`src/core/gpcp_map.vh`:
```
// Register offsets, field positions, reset values and timing for the GPIO port block
`ifndef GPCP_MAP_VH
`define GPCP_MAP_VH

// I/O location offsets (4-bit I/O address)
`define GPCP_A_PIN_LO 4'h0
`define GPCP_A_DIR_LO 4'h1
`define GPCP_A_OUT_LO 4'h2
`define GPCP_A_PIN_HI 4'h3
`define GPCP_A_DIR_HI 4'h4
`define GPCP_A_OUT_HI 4'h5
`define GPCP_A_MCUCTL 4'h6
`define GPCP_A_GRPEN 4'h7
`define GPCP_A_FLAGS 4'h8
`define GPCP_A_MASK_LO 4'h9
`define GPCP_A_MASK_HI 4'hA

// Field positions
`define GPCP_F_LOWER 0
`define GPCP_F_UPPER 1
`define GPCP_F_PUD 4

// Reset values
`define GPCP_R_PORT 8'h00
`define GPCP_R_DIR 8'h00
`define GPCP_R_MASK 8'h00
`define GPCP_R_FLAGS 8'h00
`define GPCP_R_GRPEN 8'h00
`define GPCP_R_MCUCTL 8'h00

// Geometry and timing
`define GPCP_NPIN 16
`define GPCP_SYNC_STAGES 3

`endif

```
`src/core/gpcp_sync.v`:
```
// Three-stage pin synchroniser with agreement filter
`timescale 1ns/1ns
module gpcp_sync
(
  // Clock and reset
  input wire mclk,
  input wire arst_n,
  input wire ce,
  // Pins
  input wire [15:0] rawIn,
  output reg [15:0] stable_q
);

  reg [15:0] s1_q;
  reg [15:0] s2_q;
  reg [15:0] s3_q;
  integer i;

  // Stage one feeds stage two only; the value moves once stages two and three agree
  always @(posedge mclk or negedge arst_n)
  begin
    if (!arst_n)
    begin
      s1_q <= 16'h0000;
      s2_q <= 16'h0000;
      s3_q <= 16'h0000;
      stable_q <= 16'h0000;
    end
    else if (ce)
    begin
      s1_q <= rawIn;
      s2_q <= s1_q;
      s3_q <= s2_q;
      for (i = 0; i < 16; i = i + 1)
      begin
        if (s2_q[i] == s3_q[i])
          stable_q[i] <= s3_q[i];
      end
    end
  end

endmodule

```
`src/core/gpcp_chg.v`:
```
// Pin change detector for the two eight-pin groups
`timescale 1ns/1ns
module gpcp_chg
(
  // Clock and reset
  input wire mclk,
  input wire arst_n,
  input wire ce,
  // Synchronised pins and enables
  input wire [15:0] pinVal,
  input wire [7:0] maskLower,
  input wire [7:0] maskUpper,
  input wire [1:0] groupEn,
  // Group requests
  output wire reqLower,
  output wire reqUpper
);

  reg [15:0] prev_q;
  wire [15:0] diff;

  always @(posedge mclk or negedge arst_n)
  begin
    if (!arst_n)
      prev_q <= 16'h0000;
    else if (ce)
      prev_q <= pinVal;
  end

  assign diff = pinVal ^ prev_q;
  assign reqLower = ce & groupEn[0] & (|(diff[7:0] & maskLower));
  assign reqUpper = ce & groupEn[1] & (|(diff[15:8] & maskUpper));

endmodule

```
`src/core/gpcp_port.v`:
```
// Two eight-pin GPIO ports with pin-change interrupt groups
`timescale 1ns/1ns
`include "gpcp_map.vh"

// Behaviour
// - Flag register bits 7 to 2 always read as zero.
// - A masked change on pins 8 to 15 sets flag bit 1.
// - A masked change on pins 0 to 7 sets flag bit 0.
// - Group request goes out only with flag, global enable and group enable set.
// - Entering a group's interrupt routine clears that group's flag.
// - Writing one to a flag bit clears it; zero leaves it.
// - Upper mask bits enable change detection on pins 8 to 15 with group enable.
// - Lower mask bits enable change detection on pins 0 to 7 with group enable.
// - Single-bit set or clear touches only the addressed bit.
// - Each port has read-write data and direction and read-only input locations.
// - Writing one to an input pin bit inverts that output data bit.
// - The pull-up disable bit turns off every pull-up.
// - Direction one makes the pin an output, zero an input.
// - Input pin with data one gets a pull-up; otherwise pull-up off.
// - Reset tri-states every pin at once, without needing the clock.
// - Output pins drive the output data bit value.
// - Alternate functions on some pins leave the other pins normal GPIO.
// - Control register bit 1 enables upper group, bit 0 lower group.
// - Pin inputs are synchronised before reaching the input register.
module gpcp_port
(
  // Clock, enable and reset
  input wire mclk,
  input wire arst_n,
  input wire ce,
  // I/O location access
  input wire [3:0] ioAddr,
  input wire [7:0] ioWrData,
  input wire ioWr,
  input wire ioSetBit,
  input wire ioClrBit,
  input wire [2:0] ioBitIdx,
  input wire ioRd,
  output reg [7:0] ioRdData_q,
  // Processor interrupt interface
  input wire globalIrqEn,
  input wire vecEnterLower,
  input wire vecEnterUpper,
  output wire irqReqLower,
  output wire irqReqUpper,
  // Alternate function overrides, one bit per pin
  input wire [15:0] altEn,
  input wire [15:0] altOut,
  input wire [15:0] altDrive,
  // Pads
  input wire [15:0] padIn,
  output reg [15:0] padOut,
  output reg [15:0] padOe_n,
  output reg [15:0] padPullUp
);

  reg [15:0] outData_q;
  reg [15:0] dir_q;
  reg [7:0] maskLower_q;
  reg [7:0] maskUpper_q;
  reg [1:0] groupEn_q;
  reg [1:0] flags_q;
  reg [1:0] flags_d;
  reg pullUpDis_q;
  wire [15:0] pinVal;
  wire reqLower;
  wire reqUpper;
  wire bitOp;
  wire [7:0] flagOnes;
  reg [7:0] rdMux;
  wire [7:0] grpMerge;
  wire [7:0] pudMerge;
  wire [15:0] outNext;
  wire [15:0] dirNext;
  integer k;

  // New value of a byte location after a byte write or single-bit set or clear
  function [7:0] wrMerge;
    input [7:0] old;
    input [7:0] data;
    input isByte;
    input isSet;
    input isClr;
    input [2:0] idx;
    begin
      wrMerge = old;
      if (isByte)
        wrMerge = data;
      else if (isSet)
        wrMerge = old | (8'h01 << idx);
      else if (isClr)
        wrMerge = old & ~(8'h01 << idx);
    end
  endfunction

  // Bits written as one, for toggle and write-one-to-clear locations
  function [7:0] onesOf;
    input [7:0] data;
    input isByte;
    input isSet;
    input [2:0] idx;
    begin
      onesOf = 8'h00;
      if (isByte)
        onesOf = data;
      else if (isSet)
        onesOf = 8'h01 << idx;
    end
  endfunction

  assign bitOp = ioSetBit | ioClrBit;
  assign grpMerge = wrMerge({6'b000000, groupEn_q}, ioWrData, ioWr, ioSetBit, ioClrBit,
                            ioBitIdx);
  assign pudMerge = wrMerge({3'b000, pullUpDis_q, 4'h0}, ioWrData, ioWr, ioSetBit,
                            ioClrBit, ioBitIdx);

  gpcp_sync u_sync
  (
    .mclk(mclk),
    .arst_n(arst_n),
    .ce(ce),
    .rawIn(padIn),
    .stable_q(pinVal)
  );

  gpcp_chg u_chg
  (
    .mclk(mclk),
    .arst_n(arst_n),
    .ce(ce),
    .pinVal(pinVal),
    .maskLower(maskLower_q),
    .maskUpper(maskUpper_q),
    .groupEn(groupEn_q),
    .reqLower(reqLower),
    .reqUpper(reqUpper)
  );

  // Per-port data and direction locations
  genvar g;
  generate
    for (g = 0; g < 2; g = g + 1)
    begin : gPort
      localparam [3:0] ADDR_PIN = (g == 0) ? `GPCP_A_PIN_LO : `GPCP_A_PIN_HI;
      localparam [3:0] ADDR_DIR = (g == 0) ? `GPCP_A_DIR_LO : `GPCP_A_DIR_HI;
      localparam [3:0] ADDR_OUT = (g == 0) ? `GPCP_A_OUT_LO : `GPCP_A_OUT_HI;
      wire hitPin;
      wire hitDir;
      wire hitOut;
      wire [7:0] toggle;

      assign hitPin = ioAddr == ADDR_PIN;
      assign hitDir = ioAddr == ADDR_DIR;
      assign hitOut = ioAddr == ADDR_OUT;
      // A clear-bit on the input location writes a zero, so it toggles nothing
      assign toggle = hitPin ? onesOf(ioWrData, ioWr, ioSetBit, ioBitIdx) : 8'h00;

      // Toggle is zero unless the input location is hit
      assign outNext[g*8 +: 8] = (hitOut && (ioWr || bitOp)) ?
                                 wrMerge(outData_q[g*8 +: 8], ioWrData, ioWr, ioSetBit,
                                         ioClrBit, ioBitIdx) :
                                 outData_q[g*8 +: 8] ^ toggle;
      assign dirNext[g*8 +: 8] = (hitDir && (ioWr || bitOp)) ?
                                 wrMerge(dir_q[g*8 +: 8], ioWrData, ioWr, ioSetBit,
                                         ioClrBit, ioBitIdx) :
                                 dir_q[g*8 +: 8];
    end
  endgenerate

  // One register process for both ports keeps a single driver per register
  always @(posedge mclk or negedge arst_n)
  begin
    if (!arst_n)
    begin
      outData_q <= {`GPCP_R_PORT, `GPCP_R_PORT};
      dir_q <= {`GPCP_R_DIR, `GPCP_R_DIR};
    end
    else if (ce)
    begin
      outData_q <= outNext;
      dir_q <= dirNext;
    end
  end

  // Control, mask and enable locations
  always @(posedge mclk or negedge arst_n)
  begin
    if (!arst_n)
    begin
      maskLower_q <= `GPCP_R_MASK;
      maskUpper_q <= `GPCP_R_MASK;
      groupEn_q <= 2'b00;
      pullUpDis_q <= 1'b0;
    end
    else if (ce)
    begin
      if (ioAddr == `GPCP_A_MASK_LO)
        maskLower_q <= wrMerge(maskLower_q, ioWrData, ioWr, ioSetBit, ioClrBit,
                               ioBitIdx);
      if (ioAddr == `GPCP_A_MASK_HI)
        maskUpper_q <= wrMerge(maskUpper_q, ioWrData, ioWr, ioSetBit, ioClrBit,
                               ioBitIdx);
      if (ioAddr == `GPCP_A_GRPEN)
        groupEn_q <= grpMerge[1:0];
      if (ioAddr == `GPCP_A_MCUCTL)
        pullUpDis_q <= pudMerge[`GPCP_F_PUD];
    end
  end

  // Group flags: hardware set wins over any clear in the same cycle
  assign flagOnes = (ioAddr == `GPCP_A_FLAGS) ?
                    onesOf(ioWrData, ioWr, ioSetBit, ioBitIdx) : 8'h00;

  always @*
  begin
    flags_d = flags_q;
    if (flagOnes[`GPCP_F_LOWER] || vecEnterLower)
      flags_d[`GPCP_F_LOWER] = 1'b0;
    if (flagOnes[`GPCP_F_UPPER] || vecEnterUpper)
      flags_d[`GPCP_F_UPPER] = 1'b0;
    if (reqLower)
      flags_d[`GPCP_F_LOWER] = 1'b1;
    if (reqUpper)
      flags_d[`GPCP_F_UPPER] = 1'b1;
  end

  always @(posedge mclk or negedge arst_n)
  begin
    if (!arst_n)
      flags_q <= 2'b00;
    else if (ce)
      flags_q <= flags_d;
  end

  assign irqReqLower = flags_q[`GPCP_F_LOWER] & groupEn_q[`GPCP_F_LOWER] & globalIrqEn;
  assign irqReqUpper = flags_q[`GPCP_F_UPPER] & groupEn_q[`GPCP_F_UPPER] & globalIrqEn;

  // Read multiplexer; unmapped locations read zero
  always @*
  begin
    case (ioAddr)
      `GPCP_A_PIN_LO: rdMux = pinVal[7:0];
      `GPCP_A_DIR_LO: rdMux = dir_q[7:0];
      `GPCP_A_OUT_LO: rdMux = outData_q[7:0];
      `GPCP_A_PIN_HI: rdMux = pinVal[15:8];
      `GPCP_A_DIR_HI: rdMux = dir_q[15:8];
      `GPCP_A_OUT_HI: rdMux = outData_q[15:8];
      `GPCP_A_MCUCTL: rdMux = {3'b000, pullUpDis_q, 4'h0};
      `GPCP_A_GRPEN: rdMux = {6'b000000, groupEn_q};
      `GPCP_A_FLAGS: rdMux = {6'b000000, flags_q};
      `GPCP_A_MASK_LO: rdMux = maskLower_q;
      `GPCP_A_MASK_HI: rdMux = maskUpper_q;
      default: rdMux = 8'h00;
    endcase
  end

  always @(posedge mclk or negedge arst_n)
  begin
    if (!arst_n)
      ioRdData_q <= 8'h00;
    else if (ce && ioRd)
      ioRdData_q <= rdMux;
  end

  // Pad drivers; reset gating keeps pins released even with the clock stopped
  always @*
  begin
    for (k = 0; k < 16; k = k + 1)
    begin
      if (altEn[k])
      begin
        padOut[k] = altOut[k];
        padOe_n[k] = ~(altDrive[k] & arst_n);
        padPullUp[k] = 1'b0;
      end
      else
      begin
        padOut[k] = outData_q[k];
        padOe_n[k] = ~(dir_q[k] & arst_n);
        padPullUp[k] = ~dir_q[k] & outData_q[k] & ~pullUpDis_q & arst_n;
      end
    end
  end

endmodule

```
`config.mk`:
```
export PLATFORM = sky130hd
export DESIGN_NAME = gpcp_port
export DESIGN_NICKNAME = d
export VERILOG_FILES = /design/src/core/gpcp_sync.v /design/src/core/gpcp_chg.v /design/src/core/gpcp_port.v
export VERILOG_INCLUDE_DIRS = /design/src /design/src/core
export SDC_FILE = /design/constraint.sdc
export NUM_CORES = 1
export LEC_CHECK = 0
export BUFFER_PORTS_ARGS = -buffer_cell sky130_fd_sc_hd__buf_2
export CORE_MARGIN = 4
export CORE_UTILIZATION = 35
export CTS_CLUSTER_SIZE = 8
export DETAILED_ROUTE_END_ITERATION = 12
export MAX_ROUTING_LAYER = met4
export PLACE_DENSITY = 0.58
export SYNTH_ARGS = -nofsm -noshare
export SYNTH_HDL_FRONTEND = slang
export SYNTH_SLANG_ARGS = --single-unit
```
`constraint.sdc`:
```
create_clock -name mclk -period 1.6 [get_ports mclk]
set_input_delay 0.16 -clock mclk [delete_from_list [all_inputs] [get_ports mclk]]
set_output_delay 0.16 -clock mclk [all_outputs]
set_load 0.01 [all_outputs]
```
==> impl_metrics.json, run 1 <==
{
  "synthFlopType": "dfrtp_1",
  "fin_worst_skew_ns": 0.00764,
  "synthXorXnorAreaFrac_pct": 1.78,
  "nets": 1101,
  "muxShareOfSynthArea_pct": 17.3,
  "yosysSeqAreaShare_pct": 44.8,
  "diodes": 0,
  "cts_tree": "done",
  "antenna_left": 0,
  "violations": "hold timing, setup timing",
  "die_h_um": 158,
  "initial_core_util_pct": 35.9,
  "synth_compound_area_share_pct": 15.1,
  "core-area_sq_mm": 0.0220,
  "synth_top_family_by_area": "multiplexers",
  "dieArea_sq_mm": 0.0250,
  "crit_required_ns": 1.44,
  "synth_top_cell_by_area": "dfrtp_1",
  "outcome": "finished, violations left",
  "final_cell_mix": "buf_2 (143), dfrtp_1 (140), nand2_1 (117)",
  "synth.avg_cell_area_sq_um": 10.0,
  "die_w_um": 158,
  "drcViolationCount": 0,
  "final_common_cell": "buf_2",
  "dp.final_hpwl_um": 17800,
  "fin_tns_setup_ns": -0.0150,
  "wl_per_cell_um": 18.4,
  "hold_viol": 76,
  "yosys_warnings": 0,
  "grt_start_max_net_pins": 101,
  "drv_slew": 0,
  "grt_pass1_wl_um": 37200,
  "fin_crit_ns": 1.61,
  "clk_latency_ns": 0.42,
  "rows": 54,
  "grt_pass1_vias": 6576,
  "drt_iter0_drc": 597,
  "ys_top_cells_by_area": "dfrtp_1 (45%), mux2_2 (14%), nand2_1 (5.6%)",
  "worst_pin_slew_ns": 0.698,
  "dr.pass1.iters": 5,
  "clk_pin_slew_ns": 0.06,
  "cts-buffers-inserted": 17,
  "p_leak_uw": 0.00467,
  "synthSimpleGateAreaFrac_pct": 17.3,
  "port_buffers": 146,
  "synth_top_area_share_pct": 44.8,
  "cap_viol_max_count": 0,
  "cts-hold-fix-buffers": 16,
  "setup_viol": 1,
  "syn_inst": 784,
  "cts_sinks": 141,
  "grt_use_total_pct": 19.7,
  "ys_async_sr_fraction_pct": 100,
  "worstSetupPathType": "register to output port",
  "p_total_uw": 12400,
  "worstHoldPathType": "input pin to asynchronous set/reset pin",
  "p_per_area_mw_per_mm2": 1190,
  "synth_edf_count": 0,
  "cts.htree.levels": 4,
  "end_kind": "output port",
  "syn-num-nets": 873,
  "drive_above_1_share_pct": 39.6,
  "root_buffer": "clkbuf_16",
  "gp_congestion": 0.965,
  "grt_overflow": 0,
  "cp-start-kind": "register",
  "arrival_ns": 1.45,
  "rsz0062_at_grt": "true",
  "ys_seq_elements": 141,
  "relSlewSlack_pct": 53.2,
  "fin_crit_sh_pct": 101,
  "areaGrowthSynthToFinish_pct": 31.7,
  "cts_max_path_buffers": 2,
  "synthAdderAreaFrac_pct": 0,
  "fin_util_pct": 47.2,
  "nFillCells": 2079,
  "num_vias": 7077,
  "synth_cell_type_count": 73,
  "ios": 147,
  "via_per_inst": 5.42,
  "antenna_found_initial": 0,
  "synthesis.area_sq_mm": 0.00788,
  "whs_ns": -0.246,
  "final.setup.worst_slack_ns": -0.0150,
  "cp_max_fo": 12,
  "finalWirelength_um": 24000,
  "fmax_ghz": 0.619,
  "peakVddDrop_uv": 1150
}
-- metal layers --
layer,up-vias,GRT usage [%],wire [um]
li1,3334,-,-
met3,23,3.61,1540
met2,260,29.6,10900
met1,3460,27.8,11200
met4,0,4.47,342
met5,-,-,0
-- cell type report --
| class | instances | area, sq um | share of cell area [%] |
|---|---|---|---|
| Sequential cell | 141 | 3530 | 34.0 |
| Clock buffer | 20 | 457 | 4.40 |
| Timing Repair Buffer | 254 | 1660 | 16.0 |
| Inverter | 23 | 86.3 | 0.832 |
| Clock inverter | 12 | 148 | 1.42 |
| Tap cell | 280 | 350 | 3.38 |
| Multi-Input combinational cell | 575 | 4150 | 40.0 |
-- where the power goes --
| part | switching, uW | leakage (uW) | internal (uW) |
|---|---|---|---|
| clock | 1650 | 0.000291 | 2420 |
| sequential | 908 | 0.00170 | 4420 |
| combinational | 1430 | 0.00268 | 1560 |
-- synth_stat cells, types with 15 or more instances --
| library cell | n |
|---|---|
| a21oi_1 | 34 |
| a22oi_1 | 15 |
| buf_2 | 23 |
| clkbuf_1 | 16 |
| dfrtp_1 | 141 |
| inv_1 | 23 |
| mux2_2 | 100 |
| mux2i_1 | 15 |
| nand2_1 | 118 |
| nand2b_1 | 21 |
| nor3_1 | 25 |
| o21ai_0 | 64 |
| xor2_1 | 16 |
-- worst max-delay path, cell delays in order (launching register included) --
cell and delay [ns]:
dfrtp_1 0.38, nand2b_4 0.16, buf_12 0.15, nor3_2 0.17
buf_2 0.16
-- worst paths after layout --
check                                    from                          to  slack [ns]  depth (start not counted)
setup / recovery                     register                padPullUp[7]       -0.01                          4
hold / removal                         arst_n  asynchronous set/reset pin       -0.25                          2
setup reg to reg           u_sync.stable_q[8]               ioRdData_q[0]        0.07                          4
hold reg to reg                u_sync.s1_q[3]              u_sync.s2_q[3]        0.50                          1
max in group asynchronous              arst_n            u_chg.prev_q[15]        1.07                          3
min in group mclk               vecEnterLower                  flags_q[0]        0.16                          3
-- logic make-up after synthesis --
group           Yosys count
simple gates            258
compound gates          179
flops                   141
mux                     122
buf+inv                  68
xor+xnor                 16
-- stage by stage --
| stage | setup WS [ns] | instances | instance area (sq um) |
|---|---|---|---|
| after floorplan | 0.0331 | 784 | 7880 |
| after global placement | -0.114 | 1253 | 9480 |
| after detailed placement | -0.150 | 1253 | 9480 |
| after CTS | -0.000275 | 1304 | 10300 |
| after global routing | -0.0409 | 1305 | 10400 |
| final | -0.0150 | 1305 | 10400 |
-- repair_timing --
item,CTS,global route
buffers inserted,4,2
cloned,0,0
resized for setup,12,9
pin swaps,0,2
hold endpoints to repair,92,76
setup endpoints to repair,17,18
(Power assumes the default switching activity.)
==> run 2, diff against run 1 <==
CORE_UTILIZATION = 56   (was 35)
PLACE_DENSITY = 0.83   (was 0.58)
==> run 2 against run 1 <==
Effect of this change: the flow still finishes with violations (hold timing, setup timing); non-clock buffer count grew 6; die area shrank 36%; cell count shrank 7.2%; critical path depth is the same; total power grew 1.8%; maximum frequency grew 0.62%; first-iteration DRC count grew 5.9%; combinational power grew 4%; clock skew shrank 0.0041 ns; via count grew 3.3%; global-route usage grew 12 points; largest power group unchanged.
==> impl_metrics.json, run 2 (synthesis gave the netlist of run 1 again) <==
{
  "final.setup.worst_slack_ns": -0.00504,
  "hold_viol": 2,
  "die_h_um": 127,
  "worstPathBufferInverterCount": 2,
  "arrival_ns": 1.45,
  "p_leak_uw": 0.00471,
  "clk_pin_slew_ns": 0.06,
  "wl_met1_um": 9920,
  "cts_max_path_buffers": 2,
  "gp_congestion": 0.994,
  "relSlewSlack_pct": 50.7,
  "intPower_uw": 8510,
  "drt_iter0_drc": 632,
  "cts-buffers-inserted": 17,
  "ff_latch_area_sq_mm": 0.00353,
  "ios": 147,
  "combPwrFrac_pct": 24.8,
  "path_cells": "nand2b_4, buf_12, nor3_1, buf_2",
  "finalNonFillerCells": 1211,
  "via_per_inst": 6.03,
  "peakVddDrop_uv": 925,
  "fin_util_pct": 74.6,
  "dp.final_hpwl_um": 18200,
  "fin_worst_skew_ns": 0.00359,
  "cts_tree": "done",
  "whs_ns": -0.00486,
  "end_kind": "output port",
  "fin_crit_sh_pct": 100,
  "worstHoldPathType": "input pin to asynchronous set/reset pin",
  "wl_per_cell_um": 20.5,
  "violations": "hold timing, setup timing",
  "nets": 1107,
  "dr.pass1.iters": 5,
  "worst_pin_slew_ns": 0.738,
  "cp-start-kind": "register",
  "fin_tns_setup_ns": -0.00504,
  "final_common_cell": "buf_2",
  "port_buffers": 146,
  "root_buffer": "clkbuf_16",
  "multi_input_area_sq_mm": 0.00417,
  "antenna_found_initial": 0,
  "route.met3.wl_um": 2030,
  "p_per_area_mw_per_mm2": 1220,
  "dp_cells": 1159,
  "dieArea_sq_mm": 0.0160,
  "p_sw_share_pct": 32.6,
  "grt_pass1_wl_um": 38800,
  "clockPowerShare_pct": 32.5,
  "diodes": 0,
  "die_w_um": 127,
  "seq_power_share_pct": 42.7,
  "dp_slack_ns": -0.116,
  "drcViolationCount": 0,
  "fin_crit_ns": 1.61,
  "critPathTopFamily": "flip-flops",
  "grt_pass1_vias": 7163,
  "grt_start_max_net_pins": 93,
  "cts.htree.levels": 4,
  "final_cell_mix": "buf_2 (144), dfrtp_1 (140), nand2_1 (118)",
  "crit_required_ns": 1.44,
  "cp_max_fo": 8,
  "grt_overflow": 0,
  "setup_viol": 1,
  "dr.max_layer_used": "met4",
  "cts_sinks": 141,
  "nFillCells": 960,
  "cap_viol_max_count": 0,
  "cpPeakStageDelay_ns": 0.39,
  "wl_met2_um": 12000,
  "antenna_left": 0,
  "rsz0062_at_grt": "true",
  "areaGrowthSynthToFinish_pct": 31.0,
  "finalWirelength_um": 24900,
  "drive_above_1_share_pct": 40.0,
  "clk_latency_ns": 0.43,
  "core-area_sq_mm": 0.0138,
  "drv_slew": 0,
  "crit_path_top_delay_cell": "dfrtp_1",
  "initial_core_util_pct": 57.0,
  "worstSetupPathType": "register to output port",
  "fmax_ghz": 0.623,
  "outcome": "finished, violations left",
  "rows": 43,
  "num_vias": 7308,
  "grt_use_total_pct": 32.1,
  "p_switching_uw": 4110
}
==> run 2: cell count changes in the layout (fill, tap and decap cells not counted), moves of 2 or more <==
cell and change:
clkinv_2 +3, nor3_4 +3, inv_6 -3, buf_4 +5
nor3_1 -2
==> run 2: layout make-up <==
cell class                 count  area share, %
multi-input combinational    575           40.4
sequential                   141           34.2
timing repair buffer         260           16.5
clock buffer                  20           4.33
tap                          180           2.18
clock inverter                12           1.54
inverter                      23          0.837
==> run 2: through the flow <==
step	total power (uW)	cell area [sq um]
finish	12600	10300
global route	13200	10300
CTS	12500	10200
detailed placement	8310	9380
global placement	8160	9380
floorplan	6870	7880
==> run 2: path summary, 6_finish.rpt <==
check | from | endpoint | slack (ns) | depth (start not counted)
worst max-delay path | register | padPullUp[8] | -0.005 | 4
worst max register to register | register | ioRdData_q[0] | 0.10 | 4
min in group mclk | padIn[4] | u_sync.s1_q[4] | 0.02 | 2
worst min-delay path | arst_n | asynchronous set/reset pin | -0.005 | 3
worst min register to register | ioRdData_q[7] | ioRdData_q[7] | 0.50 | 2
max in group asynchronous | arst_n | asynchronous set/reset pin | 0.54 | 3
==> run 2: timing repair <==
action,in CTS,in global routing
gates resized for setup,6,23
cloned,0,0
pin swaps,0,12
setup endpoints to repair,16,17
hold buffers,17,0
buffers inserted,1,2
hold endpoints to repair,39,0
==> run 2: metal layers <==
layer	track usage, %	vias to the layer above
met4	13.2	0
met3	7.16	77
met5	-	-
met2	50.4	348
li1	-	3328
met1	40.5	3555
==> run 2: power by group through the flow <==
stage          registers, uW  logic [uW]  clock network, uW
2_1_floorplan           5030        1840                  0
3_3_place_gp            5320        2840                  0
3_5_place_dp            5370        2940                  0
4_1_cts                 5330        3050               4120
5_1_grt                 5460        3430               4280
6_report                5390        3120               4100
==> run 2: worst min-delay path: stages <==
cell    delay (ns)
buf_6         0.15
buf_12        0.17
buf_4         0.34
==> run 3, diff against run 2 <==
CORE_ASPECT_RATIO = 0.75   (was not set)
==> run 3 against run 2 <==
Effect of this change: the run ends with setup timing left; critical path type unchanged; final area up 0.64%; clock power down 3%; sequential share of layout area down 0.22 points; total power down 1.3%; cell count down 0.74%; combinational power about the same; utilization up 0.90 points; register-to-register slack worse by 0.06 ns; global-route usage down 0.18 points; maximum frequency down 0.28%; sequential cell count unchanged.
==> impl_metrics.json, run 3 (synthesis gave the netlist of run 1 again) <==
{
  "end_kind": "output port",
  "clk_pin_slew_ns": 0.06,
  "grt_use_total_pct": 31.9,
  "core-area_sq_mm": 0.0137,
  "port_buffers": 146,
  "fin_worst_skew_ns": 0.0153,
  "drcViolationCount": 0,
  "fmax_ghz": 0.621,
  "wl_per_cell_um": 20.6,
  "cts-buffers-inserted": 17,
  "grt_pass1_vias": 7118,
  "cts.htree.levels": 4,
  "outcome": "finished, violations left",
  "gp_congestion": 1.02,
  "violations": "setup timing",
  "num_vias": 7355,
  "drv_slew": 0,
  "setup_viol": 4,
  "cp_max_fo": 8,
  "dp_cells": 1148,
  "fin_crit_sh_pct": 101,
  "final_cell_mix": "buf_2 (144), dfrtp_1 (140), nand2_1 (118)",
  "cp-start-kind": "register",
  "p_leak_uw": 0.00471,
  "worstHoldPathType": "input pin to register",
  "crit_required_ns": 1.44,
  "initial_core_util_pct": 57.3,
  "cts_sinks": 141,
  "clk_latency_ns": 0.42,
  "antenna_left": 0,
  "fin_util_pct": 75.5,
  "rows": 37,
  "worst_pin_slew_ns": 0.577,
  "grt_pass1_wl_um": 39300,
  "ios": 147,
  "dp.final_hpwl_um": 17600,
  "die_w_um": 145,
  "drt_iter0_drc": 819,
  "rsz0062_at_grt": "true",
  "dieArea_sq_mm": 0.0160,
  "die_h_um": 111,
  "final_common_cell": "buf_2",
  "cts_max_path_buffers": 2,
  "antenna_found_initial": 0,
  "p_per_area_mw_per_mm2": 1200,
  "cap_viol_max_count": 0,
  "whs_ns": 0.149,
  "arrival_ns": 1.45,
  "peakVddDrop_uv": 747,
  "root_buffer": "clkbuf_16",
  "hold_viol": 0,
  "areaGrowthSynthToFinish_pct": 31.9,
  "worstSetupPathType": "register to output port",
  "drive_above_1_share_pct": 39.4,
  "grt_start_max_net_pins": 100,
  "relSlewSlack_pct": 61.4,
  "diodes": 0,
  "dr.pass1.iters": 5,
  "final.setup.worst_slack_ns": -0.00956,
  "grt_overflow": 0,
  "via_per_inst": 6.12,
  "finalNonFillerCells": 1202,
  "fin_crit_ns": 1.61,
  "finalWirelength_um": 24800,
  "nets": 1103,
  "cts_tree": "done"
}
run 3: cell count changes in the layout (fill, tap and decap cells not counted), sizes merged:
cell	delta
buf	-6
bufinv	-1
clkinvlp	+1
dlygate4sd3	+2
clkbuf	+1
inv	-1
run 3: critical path, stage by stage, from the launching register on:
cell and delay [ns]:
dfrtp_1 0.41, nand2b_4 0.19, buf_16 0.17, nor3_2 0.11
buf_2 0.15
run 3: path summary, 6_finish.rpt:
path	start	end	slack, ns	depth (start not counted)
max	register	padPullUp[15]	-0.01	4
max in group asynchronous	arst_n	asynchronous set/reset pin	0.42	3
min	vecEnterLower	flags_q[0]	0.15	3
max reg2reg	u_sync.stable_q[8]	ioRdData_q[0]	0.04	5
min in group asynchronous	arst_n	asynchronous set/reset pin	0.40	2
min reg2reg	u_sync.s1_q[15]	u_sync.s1_q[15]	0.50	1
run 3: what timing repair did:
item | in CTS | in global routing
endpoints found under the setup margin | 16 | 14
gates resized for setup | 19 | 14
hold buffers | 20 | 0
pin swaps | 11 | 5
buffers inserted | 1 | 0
gates cloned | 1 | 0
hold endpoints to repair | 136 | 0
run 3: final cells by class:
cell class | instances | area [sq um]
well taps | 175 | 219
flip-flops and latches | 141 | 3530
multi-input cells | 575 | 4210
repair buffers | 256 | 1760
inverters | 23 | 86.3
clock inverters | 11 | 133
fillers | 944 | 3360
clock buffers | 21 | 450
run 3: power by group:
group | switching (uW) | internal (uW)
Combinational | 1550 | 1570
Clock | 1600 | 2360
Sequential | 949 | 4420
Total | 4100 | 8350
run 3: metal layers:
metal	part of all wire, %	vias to the layer above	track usage, %
met5	0	-	-
met4	2.1	0	8.67
met1	44	3572	45.2
met2	44	421	45.2
li1	-	3316	-
met3	10	46	9.32
run 3: per-stage QoR:
stage	setup TNS, ns	setup WS [ns]	power, uW	cell area (sq um)
floorplan	0	0.0331	6870	7880
global placement	-0.155	-0.0604	8080	9390
detailed placement	-0.296	-0.0414	8230	9390
CTS	-0.174	-0.0408	12300	10300
global route	-0.462	-0.0496	13100	10400
finish	-0.0213	-0.00956	12400	10400
